## config.mk

```make
export PLATFORM = sky130hd
export DESIGN_NAME = srt_uart
export DESIGN_NICKNAME = d
export VERILOG_FILES = /design/src/rtl/srt_pkg.sv /design/src/rtl/srt_fifo.sv /design/src/rtl/srt_rx.sv /design/src/rtl/srt_uart.sv
export SDC_FILE = /design/constraint.sdc
export NUM_CORES = 1
export LEC_CHECK = 0
export ABC_AREA = 1
export ABC_CLOCK_PERIOD_IN_PS = 3600
export CORE_MARGIN = 5
export CORE_UTILIZATION = 25
export DETAILED_ROUTE_END_ITERATION = 16
export DONT_BUFFER_PORTS = 1
export GPL_TIMING_DRIVEN = 1
export PLACE_DENSITY = 0.51
export SETUP_SLACK_MARGIN = 0.02
export SLEW_MARGIN = 20
export SYNTH_ARGS = -nofsm -noshare
export SYNTH_HDL_FRONTEND = slang
export SYNTH_HIERARCHICAL = 1
export SYNTH_SLANG_ARGS = --single-unit
```

## constraint.sdc

```tcl
create_clock -name clk_sys -period 3.6 [get_ports clk_sys]
set_input_delay 0.54 -clock clk_sys [delete_from_list [all_inputs] [get_ports clk_sys]]
set_output_delay 0.54 -clock clk_sys [all_outputs]
set_load 0.02 [all_outputs]
```

## src/rtl/srt_pkg.sv

```systemverilog
// Purpose: Shared constants and types of the serial port.
// Assumes: 200 MHz system clock, APB register access.
// Notes:   Register offsets are byte addresses.
package srt_pkg;
  // ----------------------------------------------------------
  // Timing
  // ----------------------------------------------------------
  localparam int CLK_NS = 5;
  localparam int MS_NS = 1000000;
  localparam int CYC_PER_MS = MS_NS / CLK_NS;
  localparam int CLK_HZ = 1000000000 / CLK_NS;
  localparam int BPS_MIN = 50;
  localparam int BPS_MAX = 921600;
  localparam logic [21:0] DIV_MIN = 22'(CLK_HZ / BPS_MAX);
  localparam logic [21:0] DIV_MAX = 22'(CLK_HZ / BPS_MIN);
  localparam logic [6:0] DLY_MAX_MS = 7'h64;
  localparam logic [15:0] ICT_AUTO = 16'h000F;
  localparam logic [15:0] IFD_AUTO = 16'h0023;
  // ----------------------------------------------------------
  // Register map
  // ----------------------------------------------------------
  localparam logic [7:0] ADR_CTRL = 8'h00;
  localparam logic [7:0] ADR_BAUD = 8'h04;
  localparam logic [7:0] ADR_DLY = 8'h08;
  localparam logic [7:0] ADR_RTU = 8'h0C;
  localparam logic [7:0] ADR_RSPTO = 8'h10;
  localparam logic [7:0] ADR_TXD = 8'h14;
  localparam logic [7:0] ADR_RXD = 8'h18;
  localparam logic [7:0] ADR_STAT = 8'h1C;
  localparam logic [31:0] CTRL_RST = 32'h0000_0040;
  localparam logic [21:0] BAUD_RST = 22'h0006C8;
  localparam int CTRL_PAR = 0;
  localparam int CTRL_STOP2 = 3;
  localparam int CTRL_FLOW = 4;
  localparam int CTRL_FIFO = 6;
  localparam int CTRL_IF = 7;
  localparam int CTRL_RTU = 9;
  localparam int CTRL_RTSSW = 10;
  localparam int DLY_OFF = 8;
  localparam int RTU_IFD = 16;
  localparam int TXD_LAST = 8;
  localparam int ST_STK = 4;
  localparam int STK_PERR = 0;
  localparam int STK_FERR = 1;
  localparam int STK_OVR = 2;
  localparam int STK_DISC = 3;
  localparam int STK_RSPTO = 4;
  // ----------------------------------------------------------
  // Types
  // ----------------------------------------------------------
  typedef enum logic [2:0] {PAR_NONE = 3'h0, PAR_ODD = 3'h1,
    PAR_EVEN = 3'h2, PAR_MARK = 3'h3, PAR_SPACE = 3'h4} srt_par_t;
  typedef enum logic [1:0] {FLOW_NONE = 2'h0, FLOW_HW = 2'h1,
    FLOW_TOGGLE = 2'h2, FLOW_RSVD = 2'h3} srt_flow_t;
  typedef enum logic [1:0] {IF_SE = 2'h0, IF_FD4 = 2'h1,
    IF_MD2 = 2'h2, IF_MD4 = 2'h3} srt_if_t;
  typedef enum logic [1:0] {TX_IDLE = 2'h0, TX_LEAD = 2'h1,
    TX_SHIFT = 2'h2, TX_TAIL = 2'h3} srt_tx_st_t;
  typedef enum logic [2:0] {RX_IDLE = 3'h0, RX_START = 3'h1,
    RX_DATA = 3'h2, RX_PAR = 3'h3, RX_STOP = 3'h4} srt_rx_st_t;

  function automatic logic par_bit(input srt_par_t m,
                                   input logic [7:0] d);
    case (m)
      PAR_ODD: return ~^d;
      PAR_EVEN: return ^d;
      PAR_MARK: return 1'b1;
      default: return 1'b0;
    endcase
  endfunction

  function automatic logic [6:0] clamp_ms(input logic [7:0] v);
    return (v > {1'b0, DLY_MAX_MS}) ? DLY_MAX_MS : v[6:0];
  endfunction
endpackage

```

## src/rtl/srt_fifo.sv

```systemverilog
// Purpose: Receive character memory with registered read data.
// Assumes: Flush and push in one cycle keep only the pushed word.
// Notes:   Read data shows the oldest word whenever not empty.
`timescale 1ns/1ps
module srt_fifo #(
  parameter int W = 8,
  parameter int AW = 4
) (
  // Clock and reset
  input wire logic clk_sys,
  input wire logic srst,
  // Control
  input wire logic push,
  input wire logic [W-1:0] wdata,
  input wire logic pop,
  input wire logic flush,
  // State
  output logic [W-1:0] rdata,
  output logic [AW:0] count,
  output logic full,
  output logic empty
);
  localparam int DEPTH = 1 << AW;
  logic [W-1:0] mem [DEPTH];
  logic [AW-1:0] wp_r, wp_nxt, rp_r, rp_nxt;
  logic [AW:0] cnt_r, cnt_nxt;
  logic [W-1:0] rd_r, rd_nxt;
  logic do_push, do_pop;

  if (AW < 1) begin : g_chk
    $error("srt_fifo: AW must be at least 1");
  end

  assign full = cnt_r == (AW + 1)'(DEPTH);
  assign empty = cnt_r == '0;
  assign count = cnt_r;
  assign rdata = rd_r;
  assign do_pop = pop && !empty && !flush;
  assign do_push = push && (!full || flush);

  always_comb begin
    wp_nxt = flush ? '0 : wp_r;
    rp_nxt = flush ? '0 : rp_r;
    cnt_nxt = flush ? '0 : cnt_r;
    if (do_push) begin
      wp_nxt = wp_nxt + 1'b1;
      cnt_nxt = cnt_nxt + 1'b1;
    end
    if (do_pop) begin
      rp_nxt = rp_r + 1'b1;
      cnt_nxt = cnt_nxt - 1'b1;
    end
    rd_nxt = mem[rp_nxt];
    if (do_push && (flush ? '0 : wp_r) == rp_nxt) begin
      rd_nxt = wdata;
    end
  end

  always_ff @(posedge clk_sys) begin
    if (do_push) begin
      mem[flush ? '0 : wp_r] <= wdata;
    end
    if (srst) begin
      wp_r <= '0;
      rp_r <= '0;
      cnt_r <= '0;
      rd_r <= '0;
    end else begin
      wp_r <= wp_nxt;
      rp_r <= rp_nxt;
      cnt_r <= cnt_nxt;
      rd_r <= rd_nxt;
    end
  end
endmodule // srt_fifo

```

## src/rtl/srt_rx.sv

```systemverilog
// Purpose: Character receiver sampling each bit at its centre.
// Assumes: Rxd is synchronous to clk_sys.
// Notes:   A start bit gone at its centre is taken as a glitch.
`timescale 1ns/1ps
module srt_rx (
  // Clock and reset
  input wire logic clk_sys,
  input wire logic srst,
  // Line and setup
  input wire logic rxd,
  input wire logic rx_en,
  input wire logic [21:0] div,
  input wire srt_pkg::srt_par_t par_m,
  // Received character
  output logic chr_vld,
  output logic [7:0] chr_data,
  output logic par_err,
  output logic frm_err
);
  srt_pkg::srt_rx_st_t st_r, st_nxt;
  logic [21:0] cnt_r, cnt_nxt;
  logic [2:0] bit_r, bit_nxt;
  logic [7:0] sh_r, sh_nxt;
  logic vld_r, vld_nxt, perr_r, perr_nxt, ferr_r, ferr_nxt;
  logic due;

  assign due = cnt_r == '0;
  assign chr_vld = vld_r;
  assign chr_data = sh_r;
  assign par_err = perr_r;
  assign frm_err = ferr_r;

  always_comb begin
    st_nxt = st_r;
    cnt_nxt = due ? cnt_r : cnt_r - 22'h1;
    bit_nxt = bit_r;
    sh_nxt = sh_r;
    vld_nxt = 1'b0;
    perr_nxt = perr_r;
    ferr_nxt = ferr_r;
    unique case (st_r)
      srt_pkg::RX_IDLE: if (rx_en && !rxd) begin
        st_nxt = srt_pkg::RX_START;
        cnt_nxt = {1'b0, div[21:1]};
      end
      srt_pkg::RX_START: if (due) begin
        st_nxt = rxd ? srt_pkg::RX_IDLE : srt_pkg::RX_DATA;
        cnt_nxt = div - 22'h1;
        bit_nxt = '0;
      end
      srt_pkg::RX_DATA: if (due) begin
        sh_nxt = {rxd, sh_r[7:1]}; // RL15
        cnt_nxt = div - 22'h1;
        bit_nxt = bit_r + 3'h1;
        perr_nxt = 1'b0;
        if (bit_r == 3'h7) begin
          st_nxt = (par_m == srt_pkg::PAR_NONE) ?
                   srt_pkg::RX_STOP : srt_pkg::RX_PAR;
        end
      end
      srt_pkg::RX_PAR: if (due) begin
        perr_nxt = rxd != srt_pkg::par_bit(par_m, sh_r); // RL2
        cnt_nxt = div - 22'h1;
        st_nxt = srt_pkg::RX_STOP;
      end
      srt_pkg::RX_STOP: if (due) begin
        ferr_nxt = !rxd;
        vld_nxt = 1'b1;
        st_nxt = srt_pkg::RX_IDLE;
      end
      default: st_nxt = srt_pkg::RX_IDLE;
    endcase
  end

  always_ff @(posedge clk_sys) begin
    if (srst) begin
      st_r <= srt_pkg::RX_IDLE;
      cnt_r <= '0;
      bit_r <= '0;
      sh_r <= '0;
      vld_r <= 1'b0;
      perr_r <= 1'b0;
      ferr_r <= 1'b0;
    end else begin
      st_r <= st_nxt;
      cnt_r <= cnt_nxt;
      bit_r <= bit_nxt;
      sh_r <= sh_nxt;
      vld_r <= vld_nxt;
      perr_r <= perr_nxt;
      ferr_r <= ferr_nxt;
    end
  end
endmodule // srt_rx

```

## src/rtl/srt_uart.sv

```systemverilog
// Purpose: Serial port with direction toggle and RTU frame timing.
// Assumes: One clock, synchronous reset, APB register access.
// Notes:
// Notes on behaviour
// RL1: Line rate programmable from 50 to 921600.
// RL2: Parity none, odd, even, mark or space.
// RL3: Interface single-ended, full duplex or multidrop.
// RL4: Toggle mode: RTS off without pending data.
// RL5: Toggle mode: RTS on before, off after.
// RL6: Lead and tail delays 0-100 ms, toggle only.
// RL7: Wait lead delay after RTS before data.
// RL8: Wait tail delay after last character, drop RTS.
// RL9: Toggle mode only on single-ended interface.
// RL10: FIFO can be off for lowest latency.
// RL11: RTU: character gap too long discards frame.
// RL12: Zero inter-character timeout selects automatic value.
// RL13: RTU: hold frame for inter-frame delay; zero automatic.
// RL14: No reply within timeout abandons the request.
// RL15: Eight data bits, LSB first, one/two stops.
`timescale 1ns/1ps
module srt_uart #(
  parameter int CYC_MS = srt_pkg::CYC_PER_MS,
  parameter int FIFO_AW = 4
) (
  // Clock and reset
  input wire logic clk_sys,
  input wire logic srst,
  // APB slave
  input wire logic psel,
  input wire logic penable,
  input wire logic pwrite,
  input wire logic [7:0] paddr,
  input wire logic [31:0] pwdata,
  output logic [31:0] prdata,
  output logic pready,
  output logic pslverr,
  // Serial line
  input wire logic rxd,
  input wire logic cts,
  output logic txd,
  output logic rts,
  output logic drv_en
);
  localparam int DCW = $clog2(CYC_MS + 1);
  localparam logic [DCW-1:0] MS_LAST = DCW'(CYC_MS - 1);
  if (CYC_MS < 1 || FIFO_AW < 1) begin : g_chk
    $error("srt_uart: bad parameter");
  end

  // ----------------------------------------------------------
  // Register file
  // ----------------------------------------------------------
  logic [31:0] ctrl_r, ctrl_nxt, prd_r, prd_nxt;
  logic [21:0] div_r, div_nxt;
  logic [6:0] on_r, on_nxt, off_r, off_nxt;
  logic [15:0] ict_r, ict_nxt, ifd_r, ifd_nxt;
  logic [16:0] rsp_r, rsp_nxt;
  logic [4:0] stk_r, stk_nxt, stk_set;
  logic [8:0] hold_r, hold_nxt;
  logic hfull_r, hfull_nxt;
  logic acc_w, acc_r, setup, known, tx_wr, rx_pop, load;
  logic toggle_eff, rx_avail, comm_r, rsp_w_r;
  srt_pkg::srt_par_t par_m;
  srt_pkg::srt_flow_t flow;
  srt_pkg::srt_if_t ifc;
  srt_pkg::srt_tx_st_t st_r, st_nxt;
  logic [7:0] f_rd;
  logic [FIFO_AW:0] f_cnt;
  logic f_full, f_empty;

  assign par_m = srt_pkg::srt_par_t'(ctrl_r[srt_pkg::CTRL_PAR +: 3]);
  assign flow = srt_pkg::srt_flow_t'(ctrl_r[srt_pkg::CTRL_FLOW +: 2]);
  assign ifc = srt_pkg::srt_if_t'(ctrl_r[srt_pkg::CTRL_IF +: 2]); // RL3
  assign toggle_eff = flow == srt_pkg::FLOW_TOGGLE &&
                      ifc == srt_pkg::IF_SE; // RL9
  assign setup = psel && !penable;
  assign acc_w = psel && penable && pwrite;
  assign acc_r = psel && penable && !pwrite;
  assign known = paddr[1:0] == 2'h0 && paddr <= srt_pkg::ADR_STAT;
  assign pready = 1'b1;
  assign pslverr = psel && penable && !known;
  assign prdata = prd_r;
  assign tx_wr = acc_w && paddr == srt_pkg::ADR_TXD && !hfull_r;
  assign rx_pop = acc_r && paddr == srt_pkg::ADR_RXD && rx_avail;

  always_comb begin
    ctrl_nxt = ctrl_r;
    div_nxt = div_r;
    on_nxt = on_r;
    off_nxt = off_r;
    ict_nxt = ict_r;
    ifd_nxt = ifd_r;
    rsp_nxt = rsp_r;
    stk_nxt = stk_r;
    hold_nxt = hold_r;
    hfull_nxt = hfull_r && !load;
    prd_nxt = prd_r;
    if (acc_w) begin
      case (paddr)
        srt_pkg::ADR_CTRL: ctrl_nxt = pwdata;
        srt_pkg::ADR_BAUD: div_nxt = (pwdata < 32'(srt_pkg::DIV_MIN)) ?
          srt_pkg::DIV_MIN : (pwdata > 32'(srt_pkg::DIV_MAX)) ?
          srt_pkg::DIV_MAX : pwdata[21:0]; // RL1
        srt_pkg::ADR_DLY: begin
          on_nxt = srt_pkg::clamp_ms(pwdata[7:0]); // RL6
          off_nxt = srt_pkg::clamp_ms(pwdata[srt_pkg::DLY_OFF +: 8]);
        end
        srt_pkg::ADR_RTU: begin
          ict_nxt = pwdata[15:0];
          ifd_nxt = pwdata[srt_pkg::RTU_IFD +: 16];
        end
        srt_pkg::ADR_RSPTO: rsp_nxt = pwdata[16:0];
        srt_pkg::ADR_STAT: stk_nxt = stk_r & ~pwdata[srt_pkg::ST_STK +: 5];
        default: ;
      endcase
    end
    if (tx_wr) begin
      hold_nxt = pwdata[8:0];
      hfull_nxt = 1'b1;
    end
    stk_nxt = stk_nxt | stk_set;
    if (setup) begin
      case (paddr)
        srt_pkg::ADR_CTRL: prd_nxt = ctrl_r;
        srt_pkg::ADR_BAUD: prd_nxt = {10'h000, div_r};
        srt_pkg::ADR_DLY: prd_nxt = {17'h00000, off_r, 1'b0, on_r};
        srt_pkg::ADR_RTU: prd_nxt = {ifd_r, ict_r};
        srt_pkg::ADR_RSPTO: prd_nxt = {15'h0000, rsp_r};
        srt_pkg::ADR_RXD: prd_nxt = {23'h000000, rx_avail, f_rd};
        srt_pkg::ADR_STAT: prd_nxt = {22'h000000, rsp_w_r, stk_r, rts,
          rx_avail, hfull_r, st_r != srt_pkg::TX_IDLE};
        default: prd_nxt = '0;
      endcase
    end
  end

  // ----------------------------------------------------------
  // Transmitter and direction control
  // ----------------------------------------------------------
  logic [11:0] sh_r, sh_nxt;
  logic [3:0] nb_r, nb_nxt;
  logic [21:0] bc_r, bc_nxt;
  logic [DCW-1:0] dc_r, dc_nxt;
  logic [6:0] dm_r, dm_nxt;
  logic last_r, last_nxt, rts_r, rts_nxt, txd_r, txd_nxt;
  logic de_r, de_nxt, cts_ok, chr_end, tx_fin;
  logic [11:0] frame;
  logic [3:0] nbits;

  assign cts_ok = flow != srt_pkg::FLOW_HW || cts;
  assign frame = (par_m == srt_pkg::PAR_NONE) ? {3'h7, hold_r[7:0], 1'b0}
    : {2'h3, srt_pkg::par_bit(par_m, hold_r[7:0]), hold_r[7:0], 1'b0};
  assign nbits = 4'hA + {3'h0, par_m != srt_pkg::PAR_NONE} +
                 {3'h0, ctrl_r[srt_pkg::CTRL_STOP2]}; // RL15
  assign chr_end = st_r == srt_pkg::TX_SHIFT &&
                   bc_r == div_r - 22'h1 && nb_r == 4'h1;
  assign tx_fin = chr_end && last_r;
  assign txd = txd_r;
  assign rts = rts_r;
  assign drv_en = de_r;

  always_comb begin
    st_nxt = st_r;
    sh_nxt = sh_r;
    nb_nxt = nb_r;
    bc_nxt = bc_r + 22'h1;
    dc_nxt = (dc_r == MS_LAST) ? '0 : dc_r + 1'b1;
    dm_nxt = (dc_r == MS_LAST) ? dm_r + 7'h1 : dm_r;
    last_nxt = last_r;
    load = 1'b0;
    rts_nxt = toggle_eff ? rts_r : (flow == srt_pkg::FLOW_HW) ? !f_full
              : ctrl_r[srt_pkg::CTRL_RTSSW];
    unique case (st_r)
      srt_pkg::TX_IDLE: begin
        if (toggle_eff) rts_nxt = 1'b0; // RL4
        if (hfull_r && cts_ok) begin
          load = 1'b1;
          st_nxt = toggle_eff ? srt_pkg::TX_LEAD : srt_pkg::TX_SHIFT;
          if (toggle_eff) rts_nxt = 1'b1; // RL5
        end
        dc_nxt = '0;
        dm_nxt = '0;
      end
      srt_pkg::TX_LEAD: begin
        bc_nxt = '0;
        if (dm_r >= on_r) st_nxt = srt_pkg::TX_SHIFT; // RL7
      end
      srt_pkg::TX_SHIFT: begin
        if (bc_r == div_r - 22'h1) begin
          bc_nxt = '0;
          sh_nxt = {1'b1, sh_r[11:1]};
          nb_nxt = nb_r - 4'h1;
        end
        if (chr_end) begin
          dc_nxt = '0;
          dm_nxt = '0;
          if (hfull_r && cts_ok) load = 1'b1;
          else st_nxt = toggle_eff ? srt_pkg::TX_TAIL : srt_pkg::TX_IDLE;
        end
      end
      srt_pkg::TX_TAIL: begin
        if (hfull_r && cts_ok) begin
          load = 1'b1;
          st_nxt = srt_pkg::TX_SHIFT;
        end else if (dm_r >= off_r) begin
          st_nxt = srt_pkg::TX_IDLE; // RL8
          rts_nxt = 1'b0;
        end
      end
    endcase
    if (load) begin
      sh_nxt = frame;
      nb_nxt = nbits;
      bc_nxt = '0;
      last_nxt = hold_r[srt_pkg::TXD_LAST];
    end
    txd_nxt = (st_nxt == srt_pkg::TX_SHIFT) ? sh_nxt[0] : 1'b1;
    de_nxt = (ifc == srt_pkg::IF_SE || ifc == srt_pkg::IF_FD4) ||
             st_nxt != srt_pkg::TX_IDLE; // RL3
  end

  // ----------------------------------------------------------
  // Receiver, RTU frame timing and response timeout
  // ----------------------------------------------------------
  logic c_vld, c_perr, c_ferr, rx_en, rx_acc, push, flush;
  logic [7:0] c_dat;
  logic [21:0] bt_r, bt_nxt;
  logic [15:0] gap_r, gap_nxt, ict_eff, ifd_eff;
  logic fopen_r, fopen_nxt, comm_nxt, disc, commit, rsp_to;
  logic rsp_w_nxt;
  logic [DCW-1:0] rc_r, rc_nxt;
  logic [16:0] rm_r, rm_nxt;
  logic rtu_en, fifo_en;

  assign rtu_en = ctrl_r[srt_pkg::CTRL_RTU];
  assign fifo_en = ctrl_r[srt_pkg::CTRL_FIFO];
  assign rx_en = !(ifc == srt_pkg::IF_MD2 && st_r != srt_pkg::TX_IDLE);
  assign ict_eff = (ict_r == '0) ? srt_pkg::ICT_AUTO : ict_r; // RL12
  assign ifd_eff = (ifd_r == '0) ? srt_pkg::IFD_AUTO : ifd_r; // RL13
  assign rx_acc = fifo_en ? !f_full : f_empty; // RL10
  assign disc = rtu_en && c_vld && fopen_r && gap_r > ict_eff; // RL11
  assign commit = rtu_en && fopen_r && gap_r >= ifd_eff; // RL13
  assign rsp_to = rsp_w_r && rm_r >= rsp_r && !c_vld; // RL14
  assign flush = disc || rsp_to;
  assign push = c_vld && (rx_acc || disc);
  assign rx_avail = !f_empty && (!rtu_en || comm_r); // RL13

  srt_rx u_rx (
    .clk_sys(clk_sys),
    .srst(srst),
    .rxd(rxd),
    .rx_en(rx_en),
    .div(div_r),
    .par_m(par_m),
    .chr_vld(c_vld),
    .chr_data(c_dat),
    .par_err(c_perr),
    .frm_err(c_ferr)
  );

  srt_fifo #(.W(8), .AW(FIFO_AW)) u_fifo (
    .clk_sys(clk_sys),
    .srst(srst),
    .push(push),
    .wdata(c_dat),
    .pop(rx_pop),
    .flush(flush),
    .rdata(f_rd),
    .count(f_cnt),
    .full(f_full),
    .empty(f_empty)
  );

  always_comb begin
    bt_nxt = (bt_r >= div_r - 22'h1) ? '0 : bt_r + 22'h1;
    gap_nxt = (bt_r == '0 && gap_r != 16'hFFFF) ? gap_r + 16'h1 : gap_r;
    fopen_nxt = fopen_r && !commit;
    comm_nxt = (comm_r && !f_empty && !flush) || commit;
    if (c_vld) begin
      gap_nxt = '0;
      fopen_nxt = 1'b1;
    end
    stk_set = '0;
    stk_set[srt_pkg::STK_PERR] = c_vld && c_perr;
    stk_set[srt_pkg::STK_FERR] = c_vld && c_ferr;
    stk_set[srt_pkg::STK_OVR] = (c_vld && !rx_acc && !disc) ||
      (acc_w && paddr == srt_pkg::ADR_TXD && hfull_r);
    stk_set[srt_pkg::STK_DISC] = disc;
    stk_set[srt_pkg::STK_RSPTO] = rsp_to;
    rsp_w_nxt = (rsp_w_r && !c_vld && !rsp_to) ||
                (tx_fin && rsp_r != '0); // RL14
    rc_nxt = (rc_r == MS_LAST || tx_fin) ? '0 : rc_r + 1'b1;
    rm_nxt = tx_fin ? '0 : (rc_r == MS_LAST) ? rm_r + 17'h1 : rm_r;
  end

  always_ff @(posedge clk_sys) begin
    if (srst) begin
      ctrl_r <= srt_pkg::CTRL_RST;
      div_r <= srt_pkg::BAUD_RST;
      {on_r, off_r, ict_r, ifd_r, rsp_r} <= '0;
      {stk_r, hold_r, hfull_r, prd_r} <= '0;
      st_r <= srt_pkg::TX_IDLE;
      {sh_r, nb_r, bc_r, dc_r, dm_r, last_r, rts_r} <= '0;
      txd_r <= 1'b1;
      de_r <= 1'b1;
      {bt_r, gap_r, fopen_r, comm_r, rsp_w_r, rc_r, rm_r} <= '0;
    end else begin
      ctrl_r <= ctrl_nxt;
      div_r <= div_nxt;
      {on_r, off_r, ict_r, ifd_r, rsp_r} <=
        {on_nxt, off_nxt, ict_nxt, ifd_nxt, rsp_nxt};
      {stk_r, hold_r, hfull_r, prd_r} <=
        {stk_nxt, hold_nxt, hfull_nxt, prd_nxt};
      st_r <= st_nxt;
      {sh_r, nb_r, bc_r, dc_r, dm_r, last_r, rts_r} <=
        {sh_nxt, nb_nxt, bc_nxt, dc_nxt, dm_nxt, last_nxt, rts_nxt};
      txd_r <= txd_nxt;
      de_r <= de_nxt;
      {bt_r, gap_r, fopen_r, comm_r, rsp_w_r, rc_r, rm_r} <=
        {bt_nxt, gap_nxt, fopen_nxt, comm_nxt, rsp_w_nxt, rc_nxt, rm_nxt};
    end
  end

  // ----------------------------------------------------------
  // Checks
  // ----------------------------------------------------------
  property p_rts_idle;
    @(posedge clk_sys) disable iff (srst)
    toggle_eff && st_r == srt_pkg::TX_IDLE && !hfull_r |=> !rts_r;
  endproperty
  a_rts_idle: assert property (p_rts_idle) // RL4
    else $error("rts on with nothing to send");
  property p_rts_shift;
    @(posedge clk_sys) disable iff (srst)
    toggle_eff && st_r == srt_pkg::TX_SHIFT |-> rts_r && $past(rts_r);
  endproperty
  a_rts_shift: assert property (p_rts_shift) // RL5
    else $error("rts off while shifting");
  property p_lead;
    @(posedge clk_sys) disable iff (srst)
    toggle_eff && on_r != '0 && $rose(st_r == srt_pkg::TX_SHIFT)
      |-> $past(st_r) == srt_pkg::TX_LEAD && $past(dm_r) >= on_r;
  endproperty
  a_lead: assert property (p_lead) // RL7
    else $error("data started before lead delay");
  property p_tail;
    @(posedge clk_sys) disable iff (srst)
    $fell(rts_r) && toggle_eff |-> $past(st_r) == srt_pkg::TX_TAIL;
  endproperty
  a_tail: assert property (p_tail) // RL8
    else $error("rts dropped without tail delay");
  property p_dly_rng;
    @(posedge clk_sys) disable iff (srst)
    on_r <= srt_pkg::DLY_MAX_MS && off_r <= srt_pkg::DLY_MAX_MS;
  endproperty
  a_dly_rng: assert property (p_dly_rng) // RL6
    else $error("delay above limit");
  property p_div_rng;
    @(posedge clk_sys) disable iff (srst)
    div_r >= srt_pkg::DIV_MIN && div_r <= srt_pkg::DIV_MAX;
  endproperty
  a_div_rng: assert property (p_div_rng) // RL1
    else $error("divisor out of range");
  property p_no_fifo;
    @(posedge clk_sys) disable iff (srst)
    !fifo_en && $stable(ctrl_r) && f_cnt <= 1 |=> f_cnt <= 1;
  endproperty
  a_no_fifo: assert property (p_no_fifo) // RL10
    else $error("more than one character held without fifo");
  property p_disc;
    @(posedge clk_sys) disable iff (srst)
    disc |=> f_cnt == 1 && stk_r[srt_pkg::STK_DISC];
  endproperty
  a_disc: assert property (p_disc) // RL11
    else $error("frame not discarded after long gap");
  property p_hold;
    @(posedge clk_sys) disable iff (srst)
    rtu_en && $rose(rx_avail) |-> $past(commit) || $past(comm_r);
  endproperty
  a_hold: assert property (p_hold) // RL13
    else $error("frame forwarded before inter-frame delay");
  property p_rspto;
    @(posedge clk_sys) disable iff (srst)
    rsp_to |=> !rsp_w_r && f_empty;
  endproperty
  a_rspto: assert property (p_rspto) // RL14
    else $error("request not abandoned on timeout");
endmodule // srt_uart

```

==> results of run 1 <==
worst max path at each step:
stage / to / depth (start not counted)
after global routing: u_fifo/count[4] / 31
after floorplan: u_fifo/count[4] / 27
after global placement: u_fifo/count[4] / 26
after CTS: u_fifo/count[4] / 31
final: u_fifo/count[4] / 29
after detailed placement: u_fifo/count[4] / 26
cells in the mapped netlist, types with 14 or more instances:
library cell  number
edfxtp_1         128
nand3_1          313
nor3b_1           14
nand2_1          742
nand3b_1          64
o21ai_0          180
o22ai_1           23
nand4_1           74
xnor2_1           24
o221ai_1          18
dfxtp_1          369
a21oi_1          274
nor2_1           370
clkbuf_1          59
xor2_1            52
inv_1            485
a31oi_1           19
nor3_1            69
nand2_2           19
ha_1             113
a211oi_1          33
buf_2             37
nor2_2            28
nor4_1            33
sequential cells by signal, indices dropped and copies added, names as in the netlist, 22 cells and up:
| register | cells |
|---|---|
| u_fifo/mem | 128 |
| bc_r | 22 |
| bt_r | 22 |
| prdata | 32 |
| div_r | 22 |
| ctrl_r | 32 |
| u_rx/cnt_r | 22 |
repair_timing:
action                     in CTS  in global routing
cloned                          4                  3
hold endpoints to repair        2                  0
hold buffers                    2                  0
gates resized for setup        37                130
pin swaps                       4                 34
buffers inserted                6                 12
setup endpoints to repair     140                162
power by group:
| group | switching (uW) | internal (uW) | leakage (uW) |
|---|---|---|---|
| sequential | 206 | 5890 | 0.00402 |
| clock | 2580 | 3780 | 0.000978 |
| combinational | 1830 | 832 | 0.00843 |
cells by family after synthesis:
group / count (synthesis)
XOR/XNOR: 76
multiplexers: 1
AND/OR/NAND/NOR: 1786
buffers and inverters: 623
adder cells (fa/ha/maj): 113
AO/OA/AOI/OAI: 609
other: 1
flip-flops: 497
layer usage:
layer / GRT usage (%) / vias up / wire [um]
li1: - / 12700 / -
met1: 20.7 / 12100 / 42400
met2: 26.0 / 738 / 44100
met3: 3.90 / 150 / 7750
met4: 4.57 / 0 / 2860
met5: 0 / - / 0
cell type report:
class | instances | area share, %
Inverter | 504 | 5.71
Antenna cell | 1 | 0.00752
Tap cell | 1414 | 5.32
Sequential cell | 497 | 33.8
Multi-Input combinational cell | 2587 | 43.0
Clock inverter | 36 | 1.55
Clock buffer | 70 | 4.52
Timing Repair Buffer | 223 | 6.10
through the flow:
stage	total power (uW)	std cells	util, %	hold slack, ns	cell area [sq um]
global placement	8800	5200	27.7	0.430	30200
global route	15800	5331	30.5	0.0274	33300
finish	15100	5332	30.5	0.0353	33300
detailed placement	8830	5200	27.7	0.443	30200
floorplan	8190	3706	-	0.418	27500
CTS	15200	5318	29.9	0.00573	32600
==> results.ini, run 1 <==
[grt]
first_global_vias=24100
antenna_found_initial=1
grt_pass1_wl_um=145000
grt_start_max_net_pins=144
grt_overflow=0
grt_use_total_pct=15.9

[logic_synthesis]
synth.area.top_cells=dfxtp_1 (27%), edfxtp_1 (14%), nand2_1 (10%)
synthXorXnorAreaFrac_pct=2.42
yosys_register_bits=497
synthSimpleGateAreaFrac_pct=29.9
synth_compound_area_share_pct=12.5
synth_top_cell_by_area=dfxtp_1
netlist_instances=3706
ys_seq_area_share_pct=40.9
synth_cell_types=63
synthDominantCellAreaShare_pct=26.9
synth_top_family_by_area=simple AND/OR/NAND/NOR gates
synth_edf_count=128
postSynthAreaPerCell_sq_um=7.41
synth_mux_area_share_pct=0.0364
ys_warn_count=6
synth_top_flop_cell=dfxtp_1
syn-num-nets=3866
synthAdderAreaFrac_pct=5.15
ys_async_sr_fraction_pct=0
syn_area_sq_mm=0.0275

[floorplanning]
start_util_pct=25.2
die_h_um=342
io-pin-count=84
dieArea_sq_mm=0.117
die_x_um=342
row_count=121
core-area_sq_mm=0.109

[hold_path]
worstHoldStart=pwdata[6]
hold_class=in -> reg
min_path_cells=2
min_to=ctrl_r[6]

[drt]
vias_per_cell=4.83
drc=0
postRouteAntennaNets=0
vias=25700
drt-pass1-iter-count=6
wirelength_um=97100
routedWlPerCell_um=18.2
drt-initial-drc-count=2125

[clock_network]
clk_pin_slew_worst_paths_ns=0.07
cts_sinks=497
clk_path_buf_depth=3
cts_made_buffers=56
clkLatencyLatePin_ns=0.65
htreeDepth=2
cts_tree=yes
cts-root-buf=clkbuf_16

[setup_path]
crit_arrival_ns=4.34
crit_path_max_incr_delay_ns=0.32
end_kind=register
cp_top_family=simple AND/OR/NAND/NOR gates
path_max_fanout=5
cpMaxStageDelayCell=dfxtp_2
crit_path_start_kind=register
worstPathRequired_ns=4.12
criticalPathCategory=reg -> reg
rrSetupSlack_ns=-0.22
ff2ff_path_depth=29
r2r_start=ict_r[3]
worstPathBufferInverterCount=7
startpoint=ict_r[3]
crit_top_cell=nand2_1
r2r-end=u_fifo/count[4]

[placement]
place.gp.congestion=0.962
port_buffers=0
dp_hpwl_um=72800
dp_worst_setup_slack_ns=-0.362

[sta]
hold_viol_final=0
tightestPinTransition_ns=0.914
relSlewSlack_pct=38.5
finalSetupTns_ns=-8.49
finalSetupViolations=139
setup_slack_ns=-0.217
fmax_mhz=262
slew_viol_final=0
fin_crit_sh_pct=106
period_needed_ns=3.82
clock_skew_ns=0.0247
rsz0062_at_grt=true

[run_status]
violations=negative setup slack
status=finished, violations left

[final_layout]
area_growth_syn_to_layout_pct=21.1
multiInputGateArea_sq_mm=0.0143
seqCellArea_sq_mm=0.0112
n_fill_cell=11800
drive_gt1_share_pct=13.4
layout_commonest_cell=nand2_1
finalNetCount=4029
most-common-layout-cells=nand2_1 (727), inv_1 (478), dfxtp_1 (366)

[pwr]
p_leak_uw=0.0134
ir_worst_vdd_v=0.000399
p_per_area_mw_per_mm2=454

[run]
maxCapViolCount=0

Power figures use the tool's default switching activity.
==> inputs of run 2 (changes only) <==
Settings changed: SYNTH_HIERARCHICAL 1 to not set.
==> run 2 against run 1 <==
  * Largest power group unchanged
  * Critical path depth is 6 lower
  * The flow now finishes without violations
  * Combinational power fell by 20%
  * Cell count down 6.0%
  * Highest routed layer is now met5
  * Final area down 7.5%
  * Non-clock buffer count decreased by 110
  * Critical endpoint is now nb_r[1]
==> results.ini, run 2 <==
[drt]
drc=0
vias=23800
postRouteAntennaNets=0
wirelength_um=90700
drt-pass1-iter-count=9
vias_per_cell=4.75
drt-initial-drc-count=1838
routedWlPerCell_um=18.1

[sta]
clock_skew_ns=0.0332
fmax_mhz=299
rsz0062_at_grt=false
fin_crit_sh_pct=93.0
slew_viol_final=0
period_needed_ns=3.35
tightestPinTransition_ns=1.20
finalSetupViolations=0
finalSetupTns_ns=0
relSlewSlack_pct=19.9
hold_viol_final=0

[run]
maxCapViolCount=0

[grt]
first_global_vias=22600
use_met2_pct=24.5
grt_pass1_wl_um=137000
grt_start_max_net_pins=98
grt_overflow=0
grt_busiest_layer=met2
grt_use_total_pct=15.7
gr-usage-met3_pct=3.98
antenna_found_initial=10
met1_usage_pct=21.3

[placement]
dp_hpwl_um=67300
numPlacedInstances=4887
port_buffers=0
place.gp.congestion=0.924
dpl_cell_area_sq_mm=0.0285

[setup_path]
rrSetupSlack_ns=0.25
worstPathRequired_ns=4.17
crit_path_max_incr_delay_ns=0.40
crit_path_start_kind=register
criticalPathCategory=reg -> reg
worstPathBufferInverterCount=4
r2r-end=nb_r[1]
crit_arrival_ns=3.92
path_max_fanout=16
end_kind=register
r2r_start=div_r[1]
cp_cell_sequence=inv_1, ha_2, inv_1, nand2_1, nand2_1, nor2_1, nand3_1, nor2_1, nand2_1, nor2_1, nand2_1, nor2_1, nand3_1, nor2_2, nand3_2, nand2_2, nand2_4, buf_12, clkinv_4, nand2_1, o21ai_0, nand2_1, nand2_1
cp_top_family=simple AND/OR/NAND/NOR gates
crit_top_cell=nand2_1
cpMaxStageDelayCell=dfxtp_1
ff2ff_path_depth=23

[final_layout]
area_growth_syn_to_layout_pct=16.6
drive_gt1_share_pct=9.07
finalNetCount=3727
n_fill_cell=11400
layout_commonest_cell=nand2_1
final_area_sq_mm=0.0308
largest_register=u_fifo.mem
most-common-layout-cells=nand2_1 (635), inv_1 (484), dfxtp_1 (369)
post_layout_nonfiller_instances=5011
largest_reg_flops=128

[hold_path]
min_path_cells=2
worstHoldStart=pwdata[1]
min_to=div_r[1]
hold_class=in -> reg

[clock_network]
clkLatencyLatePin_ns=0.65
cts-root-buf=clkbuf_16
cts_made_buffers=58
cts_sinks=497
cts_tree=yes
clk_pin_slew_worst_paths_ns=0.06
clk_path_buf_depth=3
htreeDepth=2

[floorplanning]
start_util_pct=25.1
row_count=119
io-pin-count=84
core-area_sq_mm=0.105
die_h_um=335
dieArea_sq_mm=0.112
die_x_um=335

[logic_synthesis]
yosys-top-cells-count=nand2_1 (638), inv_1 (487), nor2_1 (374)
synth_most_common_cell=nand2_1
synthAdderAreaFrac_pct=5.26
synth_top_cell_by_area=dfxtp_1
synthDominantCellAreaShare_pct=28.0
synth.area.top_cells=dfxtp_1 (28%), edfxtp_1 (15%), nand2_1 (9.1%)
ys_async_sr_fraction_pct=0
ys_seq_area_share_pct=42.5
postSynthAreaPerCell_sq_um=7.52
synth_mux_area_share_pct=0
syn_area_sq_mm=0.0264
synth_top_family_by_area=simple AND/OR/NAND/NOR gates
netlist_instances=3509
synth_compound_area_share_pct=13.9
ys_warn_count=0
synthXorXnorAreaFrac_pct=2.22
synthSimpleGateAreaFrac_pct=26.9
synth_top_flop_cell=dfxtp_1
syn-num-nets=3667
yosys_register_bits=497
synth_cell_types=70
synth_edf_count=128

[run_status]
status=complete, no violations

[pwr]
ir_worst_vdd_v=0.000374
p_per_area_mw_per_mm2=476
p_leak_uw=0.0122

==> run 2: cell count changes in the layout (fill, tap and decap cells not counted), moves of 20 or more <==
cell and change:
nand2_1 -92, buf_4 -80, nand3b_1 -55, nand3_1 -53
o21ai_0 +37, buf_6 -25, nor2_1 +25, nor2_2 -24
nand3_2 -22, nand4_1 +20
==> run 2: cell type report <==
type	instances	area, sq um	area share [%]
Multi-Input combinational cell	2395	12800	41.7
Clock buffer	74	1640	5.34
Tap cell	1391	1740	5.66
Timing Repair Buffer	113	976	3.17
Inverter	504	1900	6.18
Antenna cell	2	5.00	0.0163
Sequential cell	497	11200	36.5
Clock inverter	35	442	1.44
==> run 2: how the worst max path moves through the flow <==
stage                     startpoint                end  depth (start not counted)
after floorplan             ict_r[0]  u_fifo.mem[11][0]                         18
after global placement     ict_r[15]   u_fifo.mem[0][3]                         20
after detailed placement    ict_r[3]   u_fifo.mem[2][7]                         19
after CTS                   ict_r[3]   u_fifo.mem[2][1]                         19
after global routing        ict_r[3]    u_fifo.count[4]                         23
final                       div_r[1]            nb_r[1]                         23
==> run 2: repair_timing <==
| action | in CTS | in global routing |
|---|---|---|
| buffers inserted | 0 | 4 |
| resized for setup | 0 | 14 |
| setup endpoints to repair | 0 | 179 |
| endpoints found under the hold margin | 52 | 0 |
| hold buffers | 9 | 0 |
==> run 2: worst reg2reg max path: cells and delay by family (launching register included) <==
family / cells / cell delay [ns]
and+or+nand+nor: 17 / 1.94
adders and majority gates: 1 / 0.40
buffers and inverters: 4 / 0.46
DFF: 1 / 0.40
AOI/OAI and AO/OA: 1 / 0.08
==> run 2: kinds of logic (layout without fill, tap and decap cells) <==
| logic type | count (synthesis) | in the layout |
|---|---|---|
| AOI/OAI and AO/OA | 654 | 654 |
| buffers and inverters | 617 | 726 |
| and+or+nand+nor | 1562 | 1562 |
| other | 1 | 3 |
| adders and majority gates | 111 | 111 |
| xor gates and xnor gates | 67 | 67 |
| DFF | 497 | 497 |
==> run 2: through the flow <==
step	total power, uW	utilization (%)	hold WS (ns)	worst slack [ns]
after CTS	14800	29.2	0.00151	0.0946
after global routing	15300	29.3	0.00551	0.0229
final	14700	29.3	0.0465	0.253
after floorplan	7660	-	0.417	0.336
after detailed placement	8280	27.1	0.439	0.116
after global placement	8270	27.1	0.431	0.0971
==> run 2: routing by layer <==
layer	wire, um	up-vias
met5	28	-
met4	2740	4
met3	6880	135
met2	39500	633
met1	41600	11200
li1	-	11900
==> run 2: power by group <==
group	total, uW	internal [uW]	switching [uW]
Clock	6430	3830	2600
Combinational	2140	679	1470
Sequential	6080	5920	160
Total	14700	10400	4230
